`src/core/sbsr_pkg.sv`:
```
// Package for the status byte and service request block.
// Assumes one 10 MHz clock and an active-low asynchronous reset.
package sbsr_pkg;
  localparam int SBSR_WIDTH = 8;
  localparam logic [7:0] SBSR_MASK_RESET = 8'h00;
  localparam logic [7:0] SBSR_SUMMARY_BITS = 8'hBD;
  localparam int SBSR_BIT_MEAS = 0;
  localparam int SBSR_BIT_UNUSED = 1;
  localparam int SBSR_BIT_ERR = 2;
  localparam int SBSR_BIT_QUES = 3;
  localparam int SBSR_BIT_MSG = 4;
  localparam int SBSR_BIT_STD = 5;
  localparam int SBSR_BIT_RQS = 6;
  localparam int SBSR_BIT_OPER = 7;
  localparam logic [1:0] SBSR_QSEL_STB = 2'h0;
  localparam logic [1:0] SBSR_QSEL_MASK = 2'h1;
  localparam logic [1:0] SBSR_QSEL_STD = 2'h2;

  typedef struct packed {
    logic operation_summary;
    logic standard_event_summary;
    logic output_message_pending;
    logic questionable_summary;
    logic error_queue_nonempty;
    logic measurement_summary;
  } sbsr_summary_t;
endpackage

```
`src/core/sbsr_status_byte.sv`:
```
// Status byte, service request mask, request flag and bus request line.
// Assumes summary inputs come from logic on core_clk; the poll strobe likewise.
//
// Function
// - Status byte, mask and standard event register readable by query
// - Query answer is register value, binary bits
// - Status byte and mask, both eight bits
// - Summary bits follow their messages, no latch
// - Standard event read clears, bit5 drops
// - Bits 0,3,5,7 carry enabled event summaries
// - Bit2 error queue, bit4 output message
// - Bit6 of the query byte set when enabled summary set
// - Bit6 is request flag or master summary
// - AND summaries with mask, OR together
// - Mask written 0..255, read back intact
// - Mask cleared by power-on or zero write
// - Clear status leaves mask alone
// - Enabled rising summary raises service request
// - Serial poll clears request flag
// - Same event may request again after poll
// - Poll leaves master summary until bits clear
// - Serial poll returns the poll byte
// - Power-on clears all status registers
// - Event bits latch until register reset
// - Event summary is enabled event OR
`timescale 1ns/1ps
module sbsr_status_byte
  import sbsr_pkg::*;
#(
  parameter int EVENT_WIDTH = 8
) (
  input wire logic core_clk,
  input wire logic rstn,
  input wire logic [EVENT_WIDTH-1:0] std_event_set,
  input wire logic [EVENT_WIDTH-1:0] std_enable_wr_data,
  input wire logic std_enable_wr,
  input wire logic clear_status,
  input wire sbsr_summary_t summary_in,
  input wire logic [SBSR_WIDTH-1:0] mask_wr_data,
  input wire logic mask_wr,
  input wire logic query_rd,
  input wire logic [1:0] query_sel,
  input wire logic serial_poll,
  output logic [SBSR_WIDTH-1:0] query_data,
  output logic query_valid,
  output logic [SBSR_WIDTH-1:0] poll_data,
  output logic poll_valid,
  output logic srq_out,
  output logic srq_oe,
  output logic master_summary
);
  // The standard event register is answered through the eight-bit query path.
  if (EVENT_WIDTH < 1 || EVENT_WIDTH > SBSR_WIDTH) begin : g_bad_width
    $error("EVENT_WIDTH must lie between 1 and the status byte width.");
  end

  logic [SBSR_WIDTH-1:0] service_request_mask_reg;
  logic [EVENT_WIDTH-1:0] std_event_reg;
  logic [EVENT_WIDTH-1:0] std_enable_reg;
  logic rqs_reg;
  logic [SBSR_WIDTH-1:0] prev_enabled_reg;
  logic [SBSR_WIDTH-1:0] rise_bits;
  logic [SBSR_WIDTH-1:0] query_data_reg;
  logic query_valid_reg;
  logic [SBSR_WIDTH-1:0] poll_data_reg;
  logic poll_valid_reg;
  logic [SBSR_WIDTH-1:0] summary_bits;
  logic [SBSR_WIDTH-1:0] enabled_bits;
  logic std_summary;
  logic any_enabled;
  logic rise_enabled;
  logic std_read;
  logic [SBSR_WIDTH-1:0] status_summary_byte;
  logic [SBSR_WIDTH-1:0] poll_byte;
  logic [SBSR_WIDTH-1:0] std_event_byte;
  logic rqs_next;

  assign std_summary = |(std_event_reg & std_enable_reg);
  assign std_read = query_rd && (query_sel == SBSR_QSEL_STD);

  // Summary bits track their sources combinationally, no latch.
  assign summary_bits[SBSR_BIT_MEAS] = summary_in.measurement_summary;
  assign summary_bits[SBSR_BIT_UNUSED] = 1'b0;
  assign summary_bits[SBSR_BIT_ERR] = summary_in.error_queue_nonempty;
  assign summary_bits[SBSR_BIT_QUES] = summary_in.questionable_summary;
  assign summary_bits[SBSR_BIT_MSG] = summary_in.output_message_pending;
  assign summary_bits[SBSR_BIT_STD] = std_summary;
  assign summary_bits[SBSR_BIT_RQS] = 1'b0;
  assign summary_bits[SBSR_BIT_OPER] = summary_in.operation_summary;

  // AND with mask, OR into master summary; mask is registered so
  // a write reaches this evaluation one cycle later.
  assign enabled_bits = summary_bits & service_request_mask_reg & SBSR_SUMMARY_BITS;
  assign any_enabled = |enabled_bits;
  // One edge detector per summary bit, so a bit that rises while
  // another enabled bit already stands still raises a fresh request.
  for (genvar b = 0; b < SBSR_WIDTH; b++) begin : g_edge
    assign rise_bits[b] = enabled_bits[b] && !prev_enabled_reg[b];
  end
  assign rise_enabled = |rise_bits;

  // Poll clears the flag; a new rising edge in the poll cycle wins.
  assign rqs_next = rise_enabled ? 1'b1 : (serial_poll ? 1'b0 : rqs_reg);

  // Bit 6 is the master summary in the query byte.
  assign status_summary_byte = {summary_bits[SBSR_BIT_OPER], any_enabled,
                                summary_bits[5:0]};
  // Bit 6 is the request flag in the poll byte.
  assign poll_byte = {summary_bits[SBSR_BIT_OPER], rqs_reg, summary_bits[5:0]};
  assign std_event_byte = SBSR_WIDTH'(std_event_reg);

  // Mask only changes by reset or by its own write.
  always_ff @(posedge core_clk or negedge rstn) begin
    if (!rstn) begin
      service_request_mask_reg <= SBSR_MASK_RESET;
    end else if (mask_wr) begin
      service_request_mask_reg <= mask_wr_data;
    end
  end

  // Event bits latch; read or clear status clears, set wins.
  always_ff @(posedge core_clk or negedge rstn) begin
    if (!rstn) begin
      std_event_reg <= '0;
    end else if (std_read || clear_status) begin
      std_event_reg <= std_event_set;
    end else begin
      std_event_reg <= std_event_reg | std_event_set;
    end
  end

  always_ff @(posedge core_clk or negedge rstn) begin
    if (!rstn) begin
      std_enable_reg <= '0;
    end else if (std_enable_wr) begin
      std_enable_reg <= std_enable_wr_data;
    end
  end

  always_ff @(posedge core_clk or negedge rstn) begin
    if (!rstn) begin
      rqs_reg <= 1'b0;
      prev_enabled_reg <= '0;
    end else begin
      rqs_reg <= rqs_next;
      prev_enabled_reg <= enabled_bits;
    end
  end

  logic [SBSR_WIDTH-1:0] query_mux;
  // Query answers return the plain binary register value.
  assign query_mux = (query_sel == SBSR_QSEL_STB) ? status_summary_byte :
                     (query_sel == SBSR_QSEL_MASK) ? service_request_mask_reg :
                     (query_sel == SBSR_QSEL_STD) ? std_event_byte : 8'h00;

  always_ff @(posedge core_clk or negedge rstn) begin
    if (!rstn) begin
      query_data_reg <= 8'h00;
      query_valid_reg <= 1'b0;
      poll_data_reg <= 8'h00;
      poll_valid_reg <= 1'b0;
    end else begin
      query_valid_reg <= query_rd;
      poll_valid_reg <= serial_poll;
      if (query_rd) begin
        query_data_reg <= query_mux;
      end
      if (serial_poll) begin
        poll_data_reg <= poll_byte;
      end
    end
  end

  assign query_data = query_data_reg;
  assign query_valid = query_valid_reg;
  assign poll_data = poll_data_reg;
  assign poll_valid = poll_valid_reg;
  // Open-drain request line: pull low while the flag stands.
  assign srq_out = 1'b0;
  assign srq_oe = rqs_reg;
  assign master_summary = any_enabled;

  // These guard the request flag and the bus request line.
  chk_rise_sets_rqs: assert property (
    @(posedge core_clk) disable iff (!rstn)
    rise_enabled |=> rqs_reg)
    else $error("Rising enabled summary did not set the request flag.");
  chk_poll_clears_rqs: assert property (
    @(posedge core_clk) disable iff (!rstn)
    serial_poll && !rise_enabled |=> !rqs_reg)
    else $error("Serial poll left the request flag set.");
  chk_rqs_only_rise: assert property (
    @(posedge core_clk) disable iff (!rstn)
    !rqs_reg && !rise_enabled |=> !rqs_reg)
    else $error("Request flag set without a rising enabled summary.");
  chk_srq_cause: assert property (
    @(posedge core_clk) disable iff (!rstn)
    $rose(srq_oe) |-> $past(rise_enabled))
    else $error("Request line raised without a rising enabled summary.");
  chk_srq_hold: assert property (
    @(posedge core_clk) disable iff (!rstn)
    srq_oe && !serial_poll |=> srq_oe)
    else $error("Request line released without a serial poll.");
  chk_srq_release: assert property (
    @(posedge core_clk) disable iff (!rstn)
    serial_poll && !rise_enabled |=> !srq_oe)
    else $error("Request line still driven after a serial poll.");

  // These guard the master summary and the service request mask.
  chk_mss_after_poll: assert property (
    @(posedge core_clk) disable iff (!rstn)
    serial_poll && master_summary ##1 $stable(summary_in) && $stable(std_event_reg) &&
    $stable(service_request_mask_reg) |-> master_summary)
    else $error("Serial poll cleared the master summary.");
  chk_mss_needs_bit: assert property (
    @(posedge core_clk) disable iff (!rstn)
    master_summary |-> (summary_bits & service_request_mask_reg) != 8'h00)
    else $error("Master summary set with no enabled summary bit.");
  chk_mss_zero_mask: assert property (
    @(posedge core_clk) disable iff (!rstn)
    service_request_mask_reg == 8'h00 |-> !master_summary)
    else $error("Master summary set while the mask is clear.");
  chk_mask_write: assert property (
    @(posedge core_clk) disable iff (!rstn)
    mask_wr |=> service_request_mask_reg == $past(mask_wr_data))
    else $error("Mask write was not stored.");
  chk_mask_hold: assert property (
    @(posedge core_clk) disable iff (!rstn)
    !mask_wr && clear_status |=> $stable(service_request_mask_reg))
    else $error("Mask changed without a write.");
  chk_mask_effect: assert property (
    @(posedge core_clk) disable iff (!rstn)
    mask_wr && mask_wr_data == 8'h00 |=> !master_summary)
    else $error("Zero mask write left the master summary set.");
  chk_mask_next_cycle: assert property (
    @(posedge core_clk) disable iff (!rstn)
    mask_wr && (summary_bits & mask_wr_data & SBSR_SUMMARY_BITS) != 8'h00
      ##1 $stable(summary_bits) |-> master_summary)
    else $error("Mask write did not reach the master summary a cycle later.");

  // These guard the standard event register.
  chk_std_read_clear: assert property (
    @(posedge core_clk) disable iff (!rstn)
    std_read && std_event_set == '0 |=> !summary_bits[SBSR_BIT_STD])
    else $error("Standard event summary survived a read.");
  chk_std_latch: assert property (
    @(posedge core_clk) disable iff (!rstn)
    std_event_set != '0 |=> (std_event_reg & $past(std_event_set)) == $past(std_event_set))
    else $error("Standard event was not latched.");
  chk_std_hold: assert property (
    @(posedge core_clk) disable iff (!rstn)
    !std_read && !clear_status |=>
    (std_event_reg & $past(std_event_reg)) == $past(std_event_reg))
    else $error("Standard event bit dropped without a clear.");

  // These guard the poll and query answers.
  chk_poll_valid: assert property (
    @(posedge core_clk) disable iff (!rstn)
    serial_poll |=> poll_valid)
    else $error("Serial poll was not answered.");
  chk_poll_rqs_bit: assert property (
    @(posedge core_clk) disable iff (!rstn)
    serial_poll |=> poll_data[SBSR_BIT_RQS] == $past(rqs_reg))
    else $error("Poll byte bit 6 is not the request flag.");
  chk_unused_zero: assert property (
    @(posedge core_clk) disable iff (!rstn)
    poll_valid |-> !poll_data[SBSR_BIT_UNUSED])
    else $error("Unused bit set in the poll byte.");
  chk_query_pulse: assert property (
    @(posedge core_clk) disable iff (!rstn)
    query_valid == $past(query_rd))
    else $error("Query answer valid does not follow the query.");
  chk_query_stb: assert property (
    @(posedge core_clk) disable iff (!rstn)
    query_rd && query_sel == SBSR_QSEL_STB |=>
    query_valid && query_data[SBSR_BIT_RQS] == $past(any_enabled))
    else $error("Status query bit 6 is not the master summary.");
  chk_query_mask: assert property (
    @(posedge core_clk) disable iff (!rstn)
    query_rd && query_sel == SBSR_QSEL_MASK |=>
    query_data == $past(service_request_mask_reg))
    else $error("Mask query returned a wrong value.");
  chk_query_std: assert property (
    @(posedge core_clk) disable iff (!rstn)
    query_rd && query_sel == SBSR_QSEL_STD |=>
    query_data == $past(std_event_byte))
    else $error("Standard event query returned a wrong value.");
  chk_stb_queues: assert property (
    @(posedge core_clk) disable iff (!rstn)
    query_rd && query_sel == SBSR_QSEL_STB |=>
    query_data[SBSR_BIT_ERR] == $past(summary_in.error_queue_nonempty) &&
    query_data[SBSR_BIT_MSG] == $past(summary_in.output_message_pending))
    else $error("Queue bits wrong in the status query.");
  chk_stb_events: assert property (
    @(posedge core_clk) disable iff (!rstn)
    query_rd && query_sel == SBSR_QSEL_STB |=>
    query_data[SBSR_BIT_MEAS] == $past(summary_in.measurement_summary) &&
    query_data[SBSR_BIT_QUES] == $past(summary_in.questionable_summary) &&
    query_data[SBSR_BIT_OPER] == $past(summary_in.operation_summary))
    else $error("Event summary bits wrong in the status query.");
  chk_stb_unused: assert property (
    @(posedge core_clk) disable iff (!rstn)
    query_rd && query_sel == SBSR_QSEL_STB |=> !query_data[SBSR_BIT_UNUSED])
    else $error("Unused bit set in the status query.");
  chk_stb_std: assert property (
    @(posedge core_clk) disable iff (!rstn)
    query_rd && query_sel == SBSR_QSEL_STB |=>
    query_data[SBSR_BIT_STD] == $past(|(std_event_reg & std_enable_reg)))
    else $error("Standard event summary bit wrong in the status query.");
endmodule

```
`config.mk`:
```
export PLATFORM = sky130hd
export DESIGN_NAME = sbsr_status_byte
export DESIGN_NICKNAME = d
export VERILOG_FILES = /design/src/core/sbsr_pkg.sv /design/src/core/sbsr_status_byte.sv
export SDC_FILE = /design/constraint.sdc
export NUM_CORES = 1
export LEC_CHECK = 0
export ABC_AREA = 1
export ABC_CLOCK_PERIOD_IN_PS = 1750
export BUFFER_PORTS_ARGS = -buffer_cell sky130_fd_sc_hd__buf_2
export CAP_MARGIN = 20
export CORE_MARGIN = 2
export CORE_UTILIZATION = 54
export DETAILED_ROUTE_END_ITERATION = 16
export PLACE_DENSITY = 0.85
export SLEW_MARGIN = 15
export SYNTH_ARGS = -nofsm -noshare
export SYNTH_HDL_FRONTEND = slang
export SYNTH_SLANG_ARGS = --single-unit
```
`constraint.sdc`:
```
create_clock -name core_clk -period 1.75 [get_ports core_clk]
set_input_delay 0.0875 -clock core_clk [delete_from_list [all_inputs] [get_ports core_clk]]
set_output_delay 0.0875 -clock core_clk [all_outputs]
set_load 0.02 [all_outputs]
```
==> summary.md, run 1 <==
| Metric | Value |
|---|---|
| # nets final | about 300 |
| Sequential area share after synthesis | approximately three fifths |
| Worst-path maximum fanout | 3 |
| PortBufs | 56 |
| Syn Area/Cell | 10.56 sq um |
| Int Power | around 1.7 mW |
| Pleak | 1.307 nW |
| Die area | approximately 4200 sq um |
| Post-CTS setup buffers | 0 |
| FP Rows | 22 |
| Yosys warns | 0 |
| NetSw | 0.6394 mW |
| FF+latch count, synth | 48 |
| TritonCTS clock tree | done |
| Die Height | 64.62 microns |
| Routed Antenna Nets | 0 |
| Clk sinks | 48 |
| Via density | 5.039 |
| WL per Instance | 13.79 microns |
| First-pass GRT wire length | 7051 microns |
| Net Sw Frac | 27.03% |
| N_diodes | 0 |
| 1st-iter DRT viols | 63 |
| Via count | 1542 |
| Clock Path Buffers | 2 |
| Final std cells w/o fill | between 300 and 400 |
| Yosys top cell area share | 60.53% |
| DR pass1 iterations | 4 |
| RSZ-0062 raised after global routing | no |
| Tmin final | 1467 ps |
| Initial Utilization | 55.03% |
| Final TNS setup | 0 ps |
| Layout cells sized above 1 | 30.23% |
| Tightest Hold Check Type | input pin to flip-flop |
| Gr usage total | 22.55% |
| Post-route DRC | 0 |
| Initial antenna violation count | 0 |
| Maximum number of pins on one net before global-route repair | 30 |
| Crit path required time | between 1500 and 2000 ps |
| Top Ports | 60 |
| Final period util | 83.84% |
| Routed wire length | 4221 microns |
| Post-detail-place hpwl | 3013 microns |
| Placer Congestion | 0.8313 |
| Top post-synthesis cells by area | dfrtp_1 61%, mux2_1 7.4%, nand2_1 6.6%, inv_1 4.5%, o22ai_1 3.5% |
| Status | finished with violations |
| Hold Buf Count CTS | 10 |
| Slew headroom | 58.72% |
| CP Data Arrival Time | 1380 ps |
| Inst Count DP | between 200 and 300 |
| Synthesized area | 1984 sq um |
| Part of the power in combinational logic | 17.6% |
| Fin Hold WS | -2.252 ps |
| FMAX | 681.6 MHz |
| Clk pin slew, worst setup/hold paths | roughly 80 ps |
| Power Dens Cells | 945.3 nW/um^2 |
| Post-CTS resize count | 0 |
| Clock tree root driver cell | clkbuf_8 |
| Final instance area | 2502 sq um |
| CP Capture Type | output pin |
| Fin. max-slew vios | 0 |
| Skew-Pair Late Insertion Delay | roughly 300 ps |
| Kind of critical path | flip-flop to output pin |
| Vias in the first global route | 1582 |
| Max Cap Viol | 0 |
| Final count of negative-setup-slack endpoints | 0 |
| Failing checks | negative hold slack |
| Die Span X | 64.62 microns |
| Synth cell types | 23 |
| Clock Power Share | 29.3% |
| Sequential Power Share | 53.1% |
| Max rail drop VDD | 413.9 uV |
| Utilization after layout | 69.40% |
| Cell taking the most area after synthesis | dfrtp_1 |
| DP Area | approximately 2300 sq um |
| Setup Skew | between 7 and 8 ps |
| Final hold vios | 1 |
| Area growth, synth to finish | 26.10% |
| Core region area | 3606 sq um |
| CTS Buf Count | 5 |
| H-tree Lvls | 2 |
| Total global routing overflow | 0 |
| Startpoint types | flip-flop |
| Worst Max-Slew Pin Slew | 619.2 ps |
| Synthesized instance count | 188 |
-- through the flow --
step	total power, mW	setup slack, ps	hold slack [ps]
after floorplan	1.514	667.5	-208.1
after global placement	1.662	630.5	130.8
after detailed placement	1.677	618.8	133.2
after CTS	2.367	287.9	1.094
after global routing	2.478	201.5	8.940
final	2.365	282.9	-2.252
-- kinds of logic (layout without fill, tap and decap cells) --
family          Yosys count  in the layout  share of synthesized area [%]
compound gates           44             44                          13.93
buf+inv                  32            101                          6.810
flops                    48             48                          60.53
mux                      13             13                          7.377
other cells               1              2                         0.1890
simple gates             50             50                          11.16
-- Yosys cell counts, drive strengths merged --
library cell and number:
o21ai 15, conb 1, inv 26, a31oi 1, buf 6, a21oi 8, mux2 13, dfrtp 48
o22ai 11, nor3 2, o21bai 9, nand2 40, nand3 1, nor2 7
-- path summary, 6_finish.rpt --
kind | cells past startpoint | end | slack [ps] | startpoint
setup / recovery | 7 | master_summary | 280 | std_event_byte[0]
hold / removal | 2 | std_enable_reg[5] | -2 | std_enable_wr_data[5]
setup reg to reg | 6 | query_data[5] | 590 | std_event_byte[0]
hold reg to reg | 1 | srq_oe | 430 | prev_enabled_reg[5]
max in group asynchronous | 3 | poll_data[3] | 750 | rstn
min in group asynchronous | 2 | std_enable_reg[4] | 330 | rstn
-- power by group through the flow --
| stage | combinational (mW) | sequential (mW) | clock (mW) |
|---|---|---|---|
| after floorplan | 0.186 | 1.33 | 0 |
| after global routing | 0.462 | 1.27 | 0.748 |
| after global placement | 0.387 | 1.28 | 0 |
| after CTS | 0.417 | 1.26 | 0.693 |
| after detailed placement | 0.398 | 1.28 | 0 |
| final | 0.416 | 1.26 | 0.692 |
-- layout by cell type, fill, tap and decap left out --
cell	netlist	final
clkbuf_8	0	7
o21bai_4	1	1
mux2_1	13	13
buf_2	3	56
nand3_1	1	1
buf_4	3	2
dfrtp_1	48	48
nor2_2	3	3
o21ai_0	8	8
nor2_1	4	4
a21oi_1	7	7
dlygate4sd3_1	0	10
inv_1	24	24
nand2_1	35	35
o22ai_1	11	11
nor3_1	2	2
inv_2	2	2
o21ai_1	7	7
nand2_4	2	2
conb_1	1	2
a31oi_1	1	1
o21bai_1	7	7
nand2_2	3	3
o21bai_2	1	1
a21oi_2	1	1
-- critical path, stage by stage, from the launching register on --
cell and delay [ps]:
dfrtp_1 390, nand2_1 70, nand2_1 70, nor2_2 160, nand2_2 80, nand2_2 80, nand2_2 60, buf_2 160
-- area by class of cell --
class                   instances  area [sq um]
clock buffers                   7         96.34
flip-flops and latches         48          1201
repair buffers                 68         395.4
fillers                       292          1104
multi-input cells             109         651.9
inverters                      26         97.59
well taps                      48         60.06
-- metal layers --
layer	GRT usage (%)	part of all wire, %
met1	28.61	42
met2	38.80	51
met3	3.125	4.9
met4	9.840	2.2
met5	0	0
Power figures use the tool's default switching activity.
==> inputs of run 2 (changes only) <==
--- a/config.mk
+++ b/config.mk
@@ -6,13 +6,13 @@
 export NUM_CORES = 1
 export LEC_CHECK = 0
 export ABC_AREA = 1
-export ABC_CLOCK_PERIOD_IN_PS = 1750
+export ABC_CLOCK_PERIOD_IN_PS = 1200
 export BUFFER_PORTS_ARGS = -buffer_cell sky130_fd_sc_hd__buf_2
 export CAP_MARGIN = 20
 export CORE_MARGIN = 2
-export CORE_UTILIZATION = 54
+export CORE_UTILIZATION = 45
 export DETAILED_ROUTE_END_ITERATION = 16
-export PLACE_DENSITY = 0.85
+export PLACE_DENSITY = 0.76
 export SLEW_MARGIN = 15
 export SYNTH_ARGS = -nofsm -noshare
 export SYNTH_HDL_FRONTEND = slang
==> constraint.sdc (replaced) <==
create_clock -name core_clk -period 1.2 [get_ports core_clk]
set_input_delay 0.06 -clock core_clk [delete_from_list [all_inputs] [get_ports core_clk]]
set_output_delay 0.06 -clock core_clk [all_outputs]
set_load 0.02 [all_outputs]
==> run 2 against run 1 <==
Compared with the run above: the run ends with negative setup slack left; global-route usage is 2.3 points lower; critical path type unchanged; highest routed layer unchanged; design area is 10% higher; clock power is 31% higher; routed wire length is 6.2% higher; flip-flop and latch count stayed put; hold slack better by 4.0 ps; combinational power is 75% higher.
==> summary.md, run 2 (synthesis gave the netlist of run 1 again) <==
| Metric | Value |
|---|---|
| DP Area | 2316 sq um (+0.43%) |
| Post-detail-place hpwl | 3096 microns (+2.7%) |
| FP Rows | 24 (+9.1%) |
| Maximum number of pins on one net before global-route repair | 49 (+63%) |
| Fin. max-slew vios | 0 (unchanged) |
| Clk pin slew, worst setup/hold paths | 80 ps (about the same) |
| Worst Path Buf+Inv | 1 (unchanged) |
| PnR worst setup slack | -195.8 ps (-478.7 ps) |
| Final instance area | 2760 sq um (+10%) |
| PortBufs | 56 (unchanged) |
| Via density | 4.967 (-1.4%) |
| Initial antenna violation count | 0 (unchanged) |
| Routed wire length | 4484 microns (+6.2%) |
| Clock Path Buffers | 2 (unchanged) |
| Gr usage total | 20.23% (-2.3 points) |
| Critical-path top delay cell | dfrtp_1 |
| Vias in the first global route | 1759 (+11%) |
| CP Data Arrival Time | 1340 ps (-40 ps) |
| Top Ports | 60 (unchanged) |
| Via count | 1664 (+7.9%) |
| Max rail drop VDD | 963.4 uV (+130%) |
| Startpoint types | flip-flop |
| Pleak | 1.425 nW (+9.0%) |
| Most frequent cells in the layout | 55 x buf_2, 48 x dfrtp_1, 34 x nand2_1 |
| 1st-iter DRT viols | 75 (+19%) |
| Setup Skew | 7.517 ps (+0.1148 ps) |
| Most common cell after layout, fill and taps aside | buf_2 |
| Routed Antenna Nets | 0 (unchanged) |
| Die Span X | 70.41 microns (+9.0%) |
| CTS Buf Count | 5 (unchanged) |
| Power Dens Cells | 1256 nW/um^2 (+33%) |
| RSZ-0062 raised after global routing | yes |
| # nets final | 322 (+8.4%) |
| Crit path required time | 1140 ps (-520 ps) |
| CP delay by family, top | simple AND/OR/NAND/NOR gates |
| Worst-path maximum fanout | 2 (-1) |
| DR pass1 iterations | 4 (unchanged) |
| WL per Instance | 13.39 microns (-3.0%) |
| Kind of critical path | flip-flop to output pin |
| Die area | 4957 sq um (+19%) |
| Tmin final | 1396 ps |
| Dpl ws | 73.48 ps (-545.4 ps) |
| Post-route DRC | 0 (unchanged) |
| TritonCTS clock tree | done |
| Tightest Hold Check Type | input pin to flip-flop |
| Final hold vios | 0 (-1) |
| CP most frequent cell | nand2_2 |
| Clk sinks | 48 (unchanged) |
| Max Cap Viol | 0 (unchanged) |
| Failing checks | negative setup slack |
| Final Power | 3.467 mW (+47%) |
| CP peak stage delay | 400 ps (about the same) |
| N_diodes | 0 (unchanged) |
| Area growth, synth to finish | 39.09% |
| Initial Utilization | 46.21% (-8.8 points) |
| Layout cells sized above 1 | 31.80% (+1.6 points) |
| Placer Congestion | 0.7958 (-4.3%) |
| Worst-path cell chain | nand2_1, nand2_1, nor2_2, nand2_2, nand2_2, nand2_2, buf_6 |
| H-tree Lvls | 2 (unchanged) |
| Final count of negative-setup-slack endpoints | 4 (+4) |
| Die Height | 70.41 microns (+9.0%) |
| CP Capture Type | output pin |
| Total global routing overflow | 0 (unchanged) |
| Core region area | 4294 sq um (+19%) |
| FMAX | 716.4 MHz |
| Skew-Pair Late Insertion Delay | 300 ps (about the same) |
| Status | finished with violations |
| First-pass GRT wire length | 7831 microns (+11%) |
| Fin Hold WS | 1.727 ps (+3.980 ps) |
| Final period util | 116.3% |
| Clock tree root driver cell | clkbuf_8 |
## run 2: cell types whose count changed in the layout (fill, tap and decap cells not counted), sizes merged
cell and change:
buf +10, clkinv +1, clkbuf -1, dlygate4sd3 +15
## run 2: per-layer routing
metal  GRT usage, %  share of wire [%]  up-vias
met1          25.00                 44      809
met4          7.692                2.6        0
met5              0                  0        -
li1               -                  -      796
met2          33.75                 49       48
met3          5.483                4.6       11
## run 2: worst paths after layout
kind,to,slack [ps],cells after the start,from
setup / recovery,master_summary,-200,7,std_event_byte[6]
hold / removal,poll_valid,2,1,serial_poll
setup reg to reg,poll_data[5],-90,9,std_event_byte[1]
hold reg to reg,srq_oe,430,1,prev_enabled_reg[5]
max in group asynchronous,poll_data[4],700,3,rstn
min in group asynchronous,poll_valid,250,3,rstn
## run 2: area by class of cell
| type | instances | area [sq um] |
|---|---|---|
| well taps | 52 | 65.06 |
| fillers | 347 | 1534 |
| multi-input cells | 109 | 668.1 |
| flip-flops and latches | 48 | 1201 |
| repair buffers | 93 | 650.6 |
| clock buffers | 6 | 72.57 |
| inverters | 26 | 97.59 |
| clock inverters | 1 | 5.005 |
## run 2: report_power, final
part / switching [mW] / internal (mW)
sequential: 0.0680 / 1.76
clock: 0.510 / 0.397
combinational: 0.393 / 0.335
total: 0.970 / 2.50
## run 2: metrics by stage
step           TNS (ps)  cells  utilization [%]
2_1_floorplan         0    189                -
3_3_place_gp          0    292            53.93
3_5_place_dp          0    292            53.93
4_1_cts          -206.3    330            63.08
5_1_grt          -634.2    335            64.28
6_report         -350.3    335            64.28
## run 2: repair_timing
item                                    in CTS  in global routing
endpoints found under the setup margin       1                  3
pin swaps                                    7                  5
buffers inserted                             6                  5
hold buffers                                25                  0
gates resized for setup                      6                  3
cloned                                       0                  0
hold endpoints to repair                    72                  0
